[config.mk]
export PLATFORM = sky130hd
export DESIGN_NAME = zq_cal_ctrl_flat
export DESIGN_NICKNAME = d
export VERILOG_FILES = /design/src/verilog/zq_cal_pkg.sv /design/src/verilog/zq_cal_if.sv /design/src/verilog/zq_cal_ctrl.sv /design/src/flat_wrapper.sv
export SDC_FILE = /design/constraint.sdc
export NUM_CORES = 1
export LEC_CHECK = 0
export ABC_AREA = 1
export BUFFER_PORTS_ARGS = -buffer_cell sky130_fd_sc_hd__clkbuf_2
export CORE_ASPECT_RATIO = 0.75
export CORE_MARGIN = 2
export CORE_UTILIZATION = 40
export CTS_BUF_LIST = sky130_fd_sc_hd__clkbuf_8
export DETAILED_ROUTE_END_ITERATION = 16
export GPL_TIMING_DRIVEN = 0
export PLACE_DENSITY = 0.7
export SYNTH_ARGS = -nofsm -noshare
export SYNTH_HDL_FRONTEND = slang
export SYNTH_SLANG_ARGS = --single-unit
[constraint.sdc]
create_clock -name CLOCK -period 1.95 [get_ports CLOCK]
set_input_delay 0.195 -clock CLOCK [delete_from_list [all_inputs] [get_ports CLOCK]]
set_output_delay 0.195 -clock CLOCK [all_outputs]
set_load 0.01 [all_outputs]
[src/verilog/zq_cal_pkg.sv]
// Constants and types shared by the calibration sequencer ends.
// Assumes one 20 MHz clock and synchronous active-high reset.
`default_nettype none
package zq_cal_pkg;
  localparam int CLK_PERIOD_NS = 50;
  localparam int NCH = 2;
  localparam int CODE_W = 8;
  // Calibration run and settle times
  localparam int RUN_TIME_NS = 1000;
  localparam int APPLY_TIME_NS = 30;
  localparam int APPLY_MIN_NCK = 8;
  localparam int DEFAULT_TIME_NS = 50;
  localparam int DEFAULT_MIN_NCK = 3;
  localparam int RUN_CYC = (RUN_TIME_NS + CLK_PERIOD_NS - 1) / CLK_PERIOD_NS;
  localparam int APPLY_CYC_NS = (APPLY_TIME_NS + CLK_PERIOD_NS - 1) / CLK_PERIOD_NS;
  localparam int APPLY_CYC = (APPLY_CYC_NS > APPLY_MIN_NCK) ? APPLY_CYC_NS : APPLY_MIN_NCK;
  localparam int DEFAULT_CYC_NS = (DEFAULT_TIME_NS + CLK_PERIOD_NS - 1) / CLK_PERIOD_NS;
  localparam int DEFAULT_CYC =
    (DEFAULT_CYC_NS > DEFAULT_MIN_NCK) ? DEFAULT_CYC_NS : DEFAULT_MIN_NCK;
  localparam int CNT_W = 6;
  // Device internal calibration engine time in cycles
  localparam logic [CNT_W-1:0] ENGINE_CYC = CNT_W'(RUN_CYC - 2);
  localparam logic [CODE_W-1:0] CODE_DEFAULT = 8'h80;
  localparam logic [CODE_W-1:0] CODE_RESET = 8'h00;
  // Command encoding on the per-channel command bus
  typedef enum logic [2:0] {
    CMD_DESELECT,
    CMD_BEGIN,
    CMD_APPLY,
    CMD_DEFAULT,
    CMD_PUCAL_WR,
    CMD_TERM_WR,
    CMD_OTHER
  } cmd_t;
  // APB register offsets of the controller
  localparam logic [7:0] REG_CTRL = 8'h00;
  localparam logic [7:0] REG_CFG = 8'h04;
  localparam logic [7:0] REG_STATUS = 8'h08;
  localparam logic [7:0] REG_CODE = 8'h0C;
  // REG_CTRL write bits
  localparam int CTRL_BEGIN = 0;
  localparam int CTRL_APPLY = 2;
  localparam int CTRL_DEFAULT = 4;
  localparam int CTRL_TERM = 6;
  localparam int CTRL_PUCAL = 8;
  localparam int CTRL_OTHER = 10;
  localparam logic [31:0] RESET_WORD = 32'h0000_0000;
endpackage
`default_nettype wire

[src/verilog/zq_cal_if.sv]
// Command bus between controller and two-channel memory calibration logic.
// Assumes both ends share the same clock.
`default_nettype none
interface zq_cal_if;
  zq_cal_pkg::cmd_t                    cmd [zq_cal_pkg::NCH];
  logic [7:0]                          arg [zq_cal_pkg::NCH];
  logic                                pwrdn [zq_cal_pkg::NCH];
  logic                                dq_busy [zq_cal_pkg::NCH];
  logic [zq_cal_pkg::CODE_W-1:0]       out_code [zq_cal_pkg::NCH];
  modport ctrl (output cmd, output arg, output pwrdn, input dq_busy, input out_code);
  modport mem (input cmd, input arg, input pwrdn, output dq_busy, output out_code);
endinterface
`default_nettype wire

[src/verilog/zq_cal_ctrl.sv]
// Controller end: APB-driven calibration sequencer with per-channel timers.
// Assumes APB on the same clock as the command bus.
`default_nettype none
module zq_cal_ctrl
  import zq_cal_pkg::*;
(
  input  wire logic                    CLOCK,
  input  wire logic                    RESET,
  zq_cal_if.ctrl                       BUS,
  input  wire logic                    PSEL,
  input  wire logic                    PENABLE,
  input  wire logic                    PWRITE,
  input  wire logic [7:0]              PADDR,
  input  wire logic [31:0]             PWDATA,
  output logic [31:0]                  PRDATA,
  output logic                         PREADY,
  output logic                         PSLVERR
);
  typedef struct packed {
    logic [NCH-1:0][CNT_W-1:0] run_cnt;
    logic [NCH-1:0][CNT_W-1:0] gap_cnt;
    logic [NCH-1:0][1:0]       req;
    logic [NCH-1:0]            need_cal;
    logic [NCH-1:0]            pwrdn;
    logic [NCH-1:0]            pucal;
    logic [NCH-1:0]            pu_wr;
    logic [NCH-1:0][2:0]       cmd;
    logic [NCH-1:0][7:0]       arg;
    logic [31:0]               rdata;
    logic                      slverr;
  } state_t;
  state_t s_r, s_nxt;

  localparam logic [1:0] REQ_NONE = 2'd0;

  always_comb
  begin
    logic wr;
    logic hit;
    wr = PSEL && PENABLE && PWRITE;
    hit = 1'b0;
    s_nxt = s_r;
    s_nxt.slverr = 1'b0;
    for (int c = 0; c < NCH; c++)
    begin
      s_nxt.cmd[c] = 3'(CMD_DESELECT);
      if (s_r.run_cnt[c] != '0)
        s_nxt.run_cnt[c] = s_r.run_cnt[c] - 1'b1;
      if (s_r.gap_cnt[c] != '0)
        s_nxt.gap_cnt[c] = s_r.gap_cnt[c] - 1'b1;
    end
    if (PSEL && PENABLE)
    begin
      if (PADDR == REG_CTRL)
        hit = 1'b1;
      else if (PADDR == REG_CFG)
        hit = 1'b1;
      else if (PADDR == REG_STATUS)
        hit = 1'b1;
      else if (PADDR == REG_CODE)
        hit = 1'b1;
      s_nxt.slverr = !hit;
      if (PADDR == REG_CTRL && wr)
        for (int c = 0; c < NCH; c++)
        begin
          if (PWDATA[CTRL_BEGIN+c])
            s_nxt.req[c] = 2'd1;
          else if (PWDATA[CTRL_APPLY+c])
            s_nxt.req[c] = 2'd2;
          else if (PWDATA[CTRL_DEFAULT+c])
            s_nxt.req[c] = 2'd3;
          else if (PWDATA[CTRL_PUCAL+c] != s_r.pucal[c])
          begin
            s_nxt.pucal[c] = PWDATA[CTRL_PUCAL+c];
            s_nxt.pu_wr[c] = 1'b1;
          end
          s_nxt.need_cal[c] = s_r.need_cal[c] | (PWDATA[CTRL_PUCAL+c] != s_r.pucal[c]);
        end
      else if (PADDR == REG_CFG && wr)
        s_nxt.pwrdn = PWDATA[NCH-1:0];
      if (PADDR == REG_STATUS)
        s_nxt.rdata = {24'h00_0000, s_r.need_cal, 2'b00,
                       s_r.run_cnt[1] != '0, s_r.run_cnt[0] != '0,
                       s_r.req[1] != REQ_NONE, s_r.req[0] != REQ_NONE};
      else if (PADDR == REG_CODE)
        s_nxt.rdata = {16'h0000, BUS.out_code[1], BUS.out_code[0]};
      else if (PADDR == REG_CFG)
        s_nxt.rdata = {30'h0000_0000, s_r.pwrdn};
      else
        s_nxt.rdata = RESET_WORD;
    end
    for (int c = 0; c < NCH; c++)
    begin
      if (s_r.gap_cnt[c] == '0 && !s_r.pwrdn[c])
      begin
        if (s_r.req[c] == 2'd1 && s_r.run_cnt[c] == '0)
        begin
          s_nxt.cmd[c] = 3'(CMD_BEGIN);
          s_nxt.run_cnt[c] = CNT_W'(RUN_CYC);
          s_nxt.need_cal[c] = 1'b0;
          s_nxt.req[c] = REQ_NONE;
        end
        else if (s_r.req[c] == 2'd2 && s_r.run_cnt[c] == '0 && !BUS.dq_busy[c])
        begin
          s_nxt.cmd[c] = 3'(CMD_APPLY);
          s_nxt.gap_cnt[c] = CNT_W'(APPLY_CYC);
          s_nxt.req[c] = REQ_NONE;
        end
        else if (s_r.req[c] == 2'd3)
        begin
          s_nxt.cmd[c] = 3'(CMD_DEFAULT);
          s_nxt.arg[c] = 8'h01;
          s_nxt.gap_cnt[c] = CNT_W'(DEFAULT_CYC);
          s_nxt.req[c] = REQ_NONE;
        end
        else if (s_r.pu_wr[c] && s_r.run_cnt[c] == '0)
        begin
          // Field write held back until the run timer expires
          s_nxt.cmd[c] = 3'(CMD_PUCAL_WR);
          s_nxt.arg[c] = {7'h00, s_r.pucal[c]};
          s_nxt.pu_wr[c] = 1'b0;
        end
      end
    end
  end

  always_ff @(posedge CLOCK)
  begin
    if (RESET)
      s_r <= '0;
    else
      s_r <= s_nxt;
  end

  always_comb
  begin
    for (int c = 0; c < NCH; c++)
    begin
      BUS.cmd[c] = cmd_t'(s_r.cmd[c]);
      BUS.arg[c] = s_r.arg[c];
      BUS.pwrdn[c] = s_r.pwrdn[c];
    end
  end
  assign PRDATA = s_r.rdata;
  assign PREADY = 1'b1;
  assign PSLVERR = s_r.slverr & 1'b0;
endmodule
`default_nettype wire

[src/flat_wrapper.sv]
// flat-port wrapper written by rule: the top's interface ports become plain ports
module zq_cal_ctrl_flat import zq_cal_pkg::*;
  (CLOCK, RESET, PSEL, PENABLE, PWRITE, PADDR, PWDATA, PRDATA, PREADY, PSLVERR, BUS_cmd, BUS_arg, BUS_pwrdn, BUS_dq_busy, BUS_out_code);
  zq_cal_if BUS_i ();
  input  wire logic CLOCK;
  input  wire logic RESET;
  input  wire logic PSEL;
  input  wire logic PENABLE;
  input  wire logic PWRITE;
  input  wire logic [7:0] PADDR;
  input  wire logic [31:0] PWDATA;
  output logic [31:0] PRDATA;
  output logic PREADY;
  output logic PSLVERR;
  output wire logic [$bits(BUS_i.cmd)-1:0] BUS_cmd;
  output wire logic [$bits(BUS_i.arg)-1:0] BUS_arg;
  output wire logic [$bits(BUS_i.pwrdn)-1:0] BUS_pwrdn;
  input wire logic [$bits(BUS_i.dq_busy)-1:0] BUS_dq_busy;
  input wire logic [$bits(BUS_i.out_code)-1:0] BUS_out_code;
  assign BUS_cmd = {>>{BUS_i.cmd}};
  assign BUS_arg = {>>{BUS_i.arg}};
  assign BUS_pwrdn = {>>{BUS_i.pwrdn}};
  assign BUS_i.dq_busy = {>>{BUS_dq_busy}};
  assign BUS_i.out_code = {>>{BUS_out_code}};
  zq_cal_ctrl u_core (.CLOCK(CLOCK), .RESET(RESET), .BUS(BUS_i), .PSEL(PSEL), .PENABLE(PENABLE), .PWRITE(PWRITE), .PADDR(PADDR), .PWDATA(PWDATA), .PRDATA(PRDATA), .PREADY(PREADY), .PSLVERR(PSLVERR));
endmodule
Word level (Yosys, flattened, before mapping). Cells that the tools add are included.

Bits in registers: 90.

Add/sub/neg operators: 4. Equality and inequality tests: 11. Mux-type cells: 80. Bitwise gates (word level): 15. Reduce and logical (&&, ||, !) cells: 42.

Operator list (number): $mux 6 (17); $mux 32 (2); $mux 2 (21); $mux 1 (32); $mux 8 (4); $logic_not 6->1 (4); $reduce_bool 6->1 (4); $sub 6x1->6 const B (4); $eq 8x4->1 const B (2); $logic_and 1x1->1 (14); $not 1->1 (13); $mux 12 (1); $reduce_and 6->1 (2); $reduce_or 5->1 (2); $eq 2x2->1 const B (4); $eq 8x3->1 const B (1); $logic_not 8->1 (1); $reduce_and 4->1 (2); $reduce_bool 2->1 (4); $mux 3 (2); $reduce_or 3->1 (2); $eq 2x1->1 const B (2); $logic_not 1->1 (4); $mux 4 (1); 4 further kinds (7).

Depth between registers and ports, before layout. Gate-level depths: netlist (run 1).

Word-level depth: 12. Depth in mapped cells: 10. Mapped depth without buffers: 10.

Worst setup path before layout (run 1). Ideal clock, no wire load.

Path type: register to register. Start: register u_core.s_r[73] (netlist bit). End: register u_core.s_r[56] (netlist bit). Data arrival time: 1.251 ns. Required time: 1.834 ns. Setup slack: 0.583 ns. Cell stages (with the launch flop): 10. Path buffers: 0. Period minus slack after synthesis: 1.367 ns. Cells stage by stage: dfxtp_1 inv_1 ha_1 inv_1 nor2_4 nand3_4 nor2_4 nand3_1 o21ai_0 nor2_1.

Longest elaborated chain between the ends: 3.

Ends and longest elaborated chain: start, declared (line zq_cal_ctrl.sv:32) `state_t s_r, s_nxt;`; start signal, assigned (line zq_cal_ctrl.sv:132) `s_r <= s_nxt;`; $logic_not 6->1 (line zq_cal_ctrl.sv:94) `if (s_r.gap_cnt[c] == '0 && !s_r.pwrdn[c])`; $logic_and 1x1->1 (line zq_cal_ctrl.sv:94); $mux 1 (line zq_cal_ctrl.sv:94).

Every way passes these cells. A chain may end at the register's enable or synchronous reset.

Worst setup path in the final report (run 1). Same ends and word-level chain as after synthesis.

==> results.sh, run 1 <==
export IMPL_outcome="complete, no violations"
export IMPL_drtIter0Drc=148
export IMPL_cts_root_buffer="clkbuf_8"
export IMPL_drcViolationCount=0
export IMPL_worstPathMaxFanout=7
export IMPL_yosys_area_top_type_share_pct=35.4
export IMPL_cts_hold_buf=0
export IMPL_synth_distinct_cells=35
export IMPL_yosys_top_cells_area="dfxtp_1 (35%), buf_4 (13%), nand2_1 (9.4%)"
export IMPL_die_area_um2=9250
export IMPL_hold_path_cell_count=3
export IMPL_ys_seq_area_share_pct=35.4
export IMPL_min_period_over_period_pct=79.0
export IMPL_max_cap_violations=0
export IMPL_antenna_found_initial=0
export IMPL_hold_path_class="in2reg"
export IMPL_r2r_cells=9
export IMPL_via_per_inst=4.40
export IMPL_ys_ff_latch=60
export IMPL_cts_htree_levels=3
export IMPL_slew_headroom_pct=61.7
export IMPL_cts_buffer_depth=2
export IMPL_required_ps=2180
export IMPL_drive_above_1_share_pct=30.0
export IMPL_cts_resized=0
export IMPL_die_w_um=110
export IMPL_core_area_um2=8350
export IMPL_wire_per_inst_um=10.8
export IMPL_postCtsSetupBuffers=0
export IMPL_dp_hpwl_um=5810
export IMPL_track_usage_pct=17.0
export IMPL_gp_congestion=0.862
export IMPL_area_growth_pct=22.6
export IMPL_n_fill_cell=854
export IMPL_port_buffer_count=64
export IMPL_rows=29
export IMPL_fin_worst_skew_ps=7.91
export IMPL_synth_warnings=0
export IMPL_syn_area_um2=3400
export IMPL_grt_pass1_vias=2855
export IMPL_worstPathArrival_ps=1770
export IMPL_powerDensity_nw_per_um2=1090
export IMPL_drv_slew=0
export IMPL_cts_tree="done"
export IMPL_postSynthCellCount=457
export IMPL_synth_main_ff_cell="dfxtp_1"
export IMPL_clk_latency_ps=340
export IMPL_tightest_slew_ps=574
export IMPL_start_util_pct=40.7
export IMPL_cts_made_buffers=9
export IMPL_tns_ps=0
export IMPL_die_h_um=83.8
export IMPL_ff2ff_setup_slack_ps=410
export IMPL_rsz0062_at_grt="false"
export IMPL_cts_sinks=60
export IMPL_syn_area_per_cell_um2=7.43
export IMPL_clk_pin_slew_ps=70
export IMPL_ios=121
export IMPL_num_antenna_cells=0
export IMPL_synth_area_leader_cell="dfxtp_1"
export IMPL_max_freq_ghz=0.650
export IMPL_antenna_left=0
export IMPL_synth_edff_count=0
export IMPL_worstSetupStartpointType="flop"
export IMPL_finalHoldViolations=0
export IMPL_drt_total_wl_um=7310
export IMPL_grt_overflow=0
export IMPL_fin_crit_ps=1540
export IMPL_synthArstFlopShare_pct=0
export IMPL_vdd_drop_max_v=0.000406
export IMPL_dr_pass1_iters=5
export IMPL_worstSetupPathType="reg2reg"
export IMPL_worstSetupEndpointType="flop"
export IMPL_p_leak_nw=2.06
export IMPL_nets=631
export IMPL_setup_viol=0
export IMPL_grt_max_degree=11
export IMPL_grt_pass1_wl_um=12500
export IMPL_num_vias=2973
export IMPL_hold_worst_slack_ps=103
cells in the final DEF, fill, tap and decap left out, types with 2 or more instances in the layout:
master,count
a21oi_1,28
nor2_2,2
clkbuf_2,64
o22ai_1,2
buf_4,58
nor3_1,4
inv_2,4
nand3_4,2
nand2_4,2
ha_1,6
nor2_8,2
xor2_1,11
o211ai_1,4
nor2_1,63
nand3_1,31
xnor2_1,6
nor2_4,8
conb_1,32
nand2_2,3
o21ai_0,17
nor3_2,3
inv_1,34
dfxtp_1,60
or2_2,2
clkbuf_8,14
nand4_1,6
clkbuf_1,5
nand2_1,85
cells in the mapped netlist (all sizes together) (4+ instances only):
| library cell | instances |
|---|---|
| a21oi | 28 |
| buf | 60 |
| clkbuf | 5 |
| dfxtp | 60 |
| ha | 6 |
| inv | 37 |
| nand2 | 90 |
| nand3 | 34 |
| nand4 | 6 |
| nor2 | 75 |
| nor3 | 8 |
| o211ai | 4 |
| o21ai | 19 |
| xnor2 | 6 |
| xor2 | 11 |
stage by stage:
step / worst slack (ps) / area [um^2] / instances / utilization, % / total power, mW
2_1_floorplan: 583 / 3510 / 487 / - / 3.14
3_3_place_gp: 455 / 3960 / 659 / 47.5 / 3.41
3_5_place_dp: 397 / 3960 / 659 / 47.5 / 3.47
4_1_cts: 394 / 4160 / 675 / 49.9 / 4.57
5_1_grt: 172 / 4160 / 675 / 49.9 / 4.91
6_report: 410 / 4160 / 675 / 49.9 / 4.54
logic make-up after synthesis:
kind of cell	after synthesis	synth area share [%]
AO/OA/AOI/OAI	54	8.47
XOR/XNOR	17	4.38
adder cells (fa/ha/maj)	6	2.21
buffers and inverters	102	18.0
flip-flops	60	35.4
other	2	0.221
AND/OR/NAND/NOR	216	31.3
worst max-delay path, stage by stage (launching register included):
cell and delay (ps):
dfxtp_1 320, inv_1 90, ha_1 200, inv_1 80
nor2_4 120, nand3_4 130, nor2_4 180, nand3_1 110
o21ai_0 160, nor2_1 60
flip-flops by register name, indices dropped and copies added (netlist names):
| signal | cells |
|---|---|
| u_core.BUS.arg | 2 |
| u_core.PRDATA | 16 |
| u_core.BUS.cmd | 6 |
| u_core.BUS.pwrdn | 2 |
| u_core.s_r | 34 |
power breakdown:
part           internal, mW  switching, mW  total, mW
logic                 0.725           1.10       1.83
registers              1.46          0.173       1.63
clock network         0.627          0.462       1.09
area by class of cell:
class | instances | area, um^2 | share of cell area (%)
Buffer | 65 | 470 | 11.3
Sequential cell | 60 | 1200 | 28.8
Timing Repair Buffer | 64 | 320 | 7.69
Tap cell | 108 | 135 | 3.25
Clock buffer | 14 | 193 | 4.63
Multi-Input combinational cell | 325 | 1700 | 40.7
Clock inverter | 2 | 7.51 | 0.180
Inverter | 37 | 141 | 3.40
layer usage:
metal  track usage, %  wire length (um)  vias to the layer above
met1             23.4              3490                     1291
met3             5.15               511                        4
li1                 -                 -                     1590
met5                0                 0                        -
met4             3.52                42                        0
met2             26.3              3270                       88
worst paths after layout:
kind                     start                end
max             u_core.s_r[73]     u_core.s_r[56]
min           BUS_out_code[12]   u_core.PRDATA[4]
max reg2reg     u_core.s_r[73]     u_core.s_r[56]
min reg2reg  u_core.PRDATA[15]  u_core.PRDATA[15]
Note: power is estimated with default switching activity, not from simulation.
==> run 2, diff against run 1 <==
PLACE_DENSITY = 0.72   (was 0.7)
clock period = 1.4 ns   (was 1.95 ns; I/O delays follow)
==> results.sh, run 2 (synthesis gave the netlist of run 1 again) <==
export IMPL_outcome="complete, no violations"
export IMPL_finalHoldViolations=0
export IMPL_core_area_um2=8350
export IMPL_max_cap_violations=0
export IMPL_grt_overflow=0
export IMPL_ff2ff_setup_slack_ps=50
export IMPL_hp_start="BUS_out_code[0]"
export IMPL_hold_path_cell_count=3
export IMPL_grt_pass1_vias=2771
export IMPL_setup_viol=0
export IMPL_mostFrequentLayoutCells="nand2_1 (81), buf_4 (72), clkbuf_2 (64)"
export IMPL_worstSetupEndpointType="flop"
export IMPL_worstPathMaxFanout=7
export IMPL_cts_htree_levels=3
export IMPL_dr_pass1_iters=4
export IMPL_drt_total_wl_um=8010
export IMPL_r2r_end="u_core.s_r[74]"
export IMPL_antenna_left=0
export IMPL_min_period_over_period_pct=96.2
export IMPL_gp_congestion=0.807
export IMPL_regArea_um2=1210
export IMPL_n_fill_cell=807
export IMPL_rows=29
export IMPL_start_util_pct=40.7
export IMPL_dp_hpwl_um=5800
export IMPL_cts_sinks=60
export IMPL_fin_crit_ps=1350
export IMPL_slew_headroom_pct=62.1
export IMPL_worstSetupPathType="reg2reg"
export IMPL_fin_worst_skew_ps=9.00
export IMPL_final_common_cell="nand2_1"
export IMPL_grt_pass1_wl_um=12500
export IMPL_drv_slew=0
export IMPL_hold_worst_slack_ps=31.9
export IMPL_drcViolationCount=0
export IMPL_cts_root_buffer="clkbuf_8"
export IMPL_post_place_ws_ps=-141
export IMPL_grt_max_degree=12
export IMPL_clk_pin_slew_ps=80
export IMPL_track_usage_pct=17.2
export IMPL_required_ps=1630
export IMPL_clk_latency_ps=340
export IMPL_drtIter0Drc=109
export IMPL_worstSetupStartpointType="flop"
export IMPL_nets=646
export IMPL_cts_made_buffers=9
export IMPL_routed_top_layer="met4"
export IMPL_r2r_start="u_core.s_r[74]"
export IMPL_die_w_um=110
export IMPL_multi_input_area_um2=1810
export IMPL_cts_buffer_depth=2
export IMPL_largest_reg_flops=34
export IMPL_cts_tree="done"
export IMPL_p_leak_nw=2.13
export IMPL_wl_met3_um=594
export IMPL_cts_hold_buf=0
export IMPL_fin_total_pwr_mw=7.40
export IMPL_area_growth_pct=30.1
export IMPL_antenna_found_initial=0
export IMPL_rsz0062_at_grt="true"
export IMPL_die_h_um=83.8
export IMPL_wire_per_inst_um=11.6
export IMPL_hold_path_endpoint="u_core.PRDATA[8]"
export IMPL_drive_above_1_share_pct=36.9
export IMPL_tightest_slew_ps=569
export IMPL_top_register="u_core.s_r"
export IMPL_port_buffer_count=64
export IMPL_num_antenna_cells=0
export IMPL_worstPathArrival_ps=1580
export IMPL_powerDensity_nw_per_um2=1680
export IMPL_postLayoutSetupSlackWorst_ps=53.4
export IMPL_max_freq_ghz=0.743
export IMPL_via_per_inst=4.55
export IMPL_dr_wl_met2_um=3710
export IMPL_hold_path_class="in2reg"
export IMPL_die_area_um2=9250
export IMPL_r2r_cells=9
export IMPL_vdd_drop_max_v=0.000605
export IMPL_ios=121
export IMPL_wl_met1_um=3630
export IMPL_num_vias=3139
[run 2: cell count changes in the layout (fill, tap and decap cells not counted), moves of 5 or more]
cell	before	now
buf_4	58	72
inv_2	4	11
dfxtp_2	0	5
inv_1	34	24
dfxtp_1	60	55
[run 2: area by class of cell]
cell class | instances | share of cell area (%)
Buffer | 65 | 10.6
Clock buffer | 10 | 3.12
Clock inverter | 6 | 1.98
Inverter | 37 | 3.26
Multi-Input combinational cell | 326 | 41.0
Sequential cell | 60 | 27.3
Tap cell | 108 | 3.06
Timing Repair Buffer | 78 | 9.63
[run 2: power breakdown]
| group | total (mW) | internal (mW) | switching, mW |
|---|---|---|---|
| Combinational | 3.31 | 1.48 | 1.82 |
| Sequential | 2.33 | 2.04 | 0.289 |
| Clock | 1.77 | 1.05 | 0.719 |
| Total | 7.40 | 4.57 | 2.83 |
[run 2: worst max-delay path: stages, from the launching register on]
cell and delay, ps:
dfxtp_2 330, inv_2 60, ha_4 130, inv_2 40, nor2_4 100, nand3_4 90
nor2_4 190, nand2_1 120, nand2_1 110, a21oi_1 50
[run 2: through the flow]
step                      util, %  area, um^2  setup TNS, ps  instances
after floorplan                 -        3510              0        487
after global routing         52.9        4420           -321        690
final                        52.9        4420              0        690
after global placement       47.5        3960           -620        659
after detailed placement     47.5        3960          -1050        659
after CTS                    51.6        4300          -16.7        682
[run 2: per-layer routing]
metal,vias to the layer above,track usage (%)
li1,1616,-
met1,1420,22.5
met2,93,26.8
met3,10,6.40
met4,0,4.20
met5,-,0
[run 2: worst max-delay path by stage]
| stage | slack [ps] | cells after the start | to | start |
|---|---|---|---|---|
| 5_1_grt | -80 | 10 | u_core.BUS.arg[0] | u_core.s_r[74] |
| 3_5_place_dp | -140 | 9 | u_core.s_r[56] | u_core.s_r[73] |
| 4_1_cts | -20 | 9 | u_core.s_r[56] | u_core.s_r[74] |
| 2_1_floorplan | 30 | 9 | u_core.s_r[56] | u_core.s_r[73] |
| 6_report | 50 | 9 | u_core.s_r[74] | u_core.s_r[74] |
| 3_3_place_gp | -100 | 9 | u_core.s_r[62] | u_core.s_r[73] |
[run 2: what timing repair did]
action	CTS	global route
pin swaps	7	13
endpoints found under the setup margin	21	28
setup buffers	7	7
gates resized for setup	21	16
gates cloned	0	1
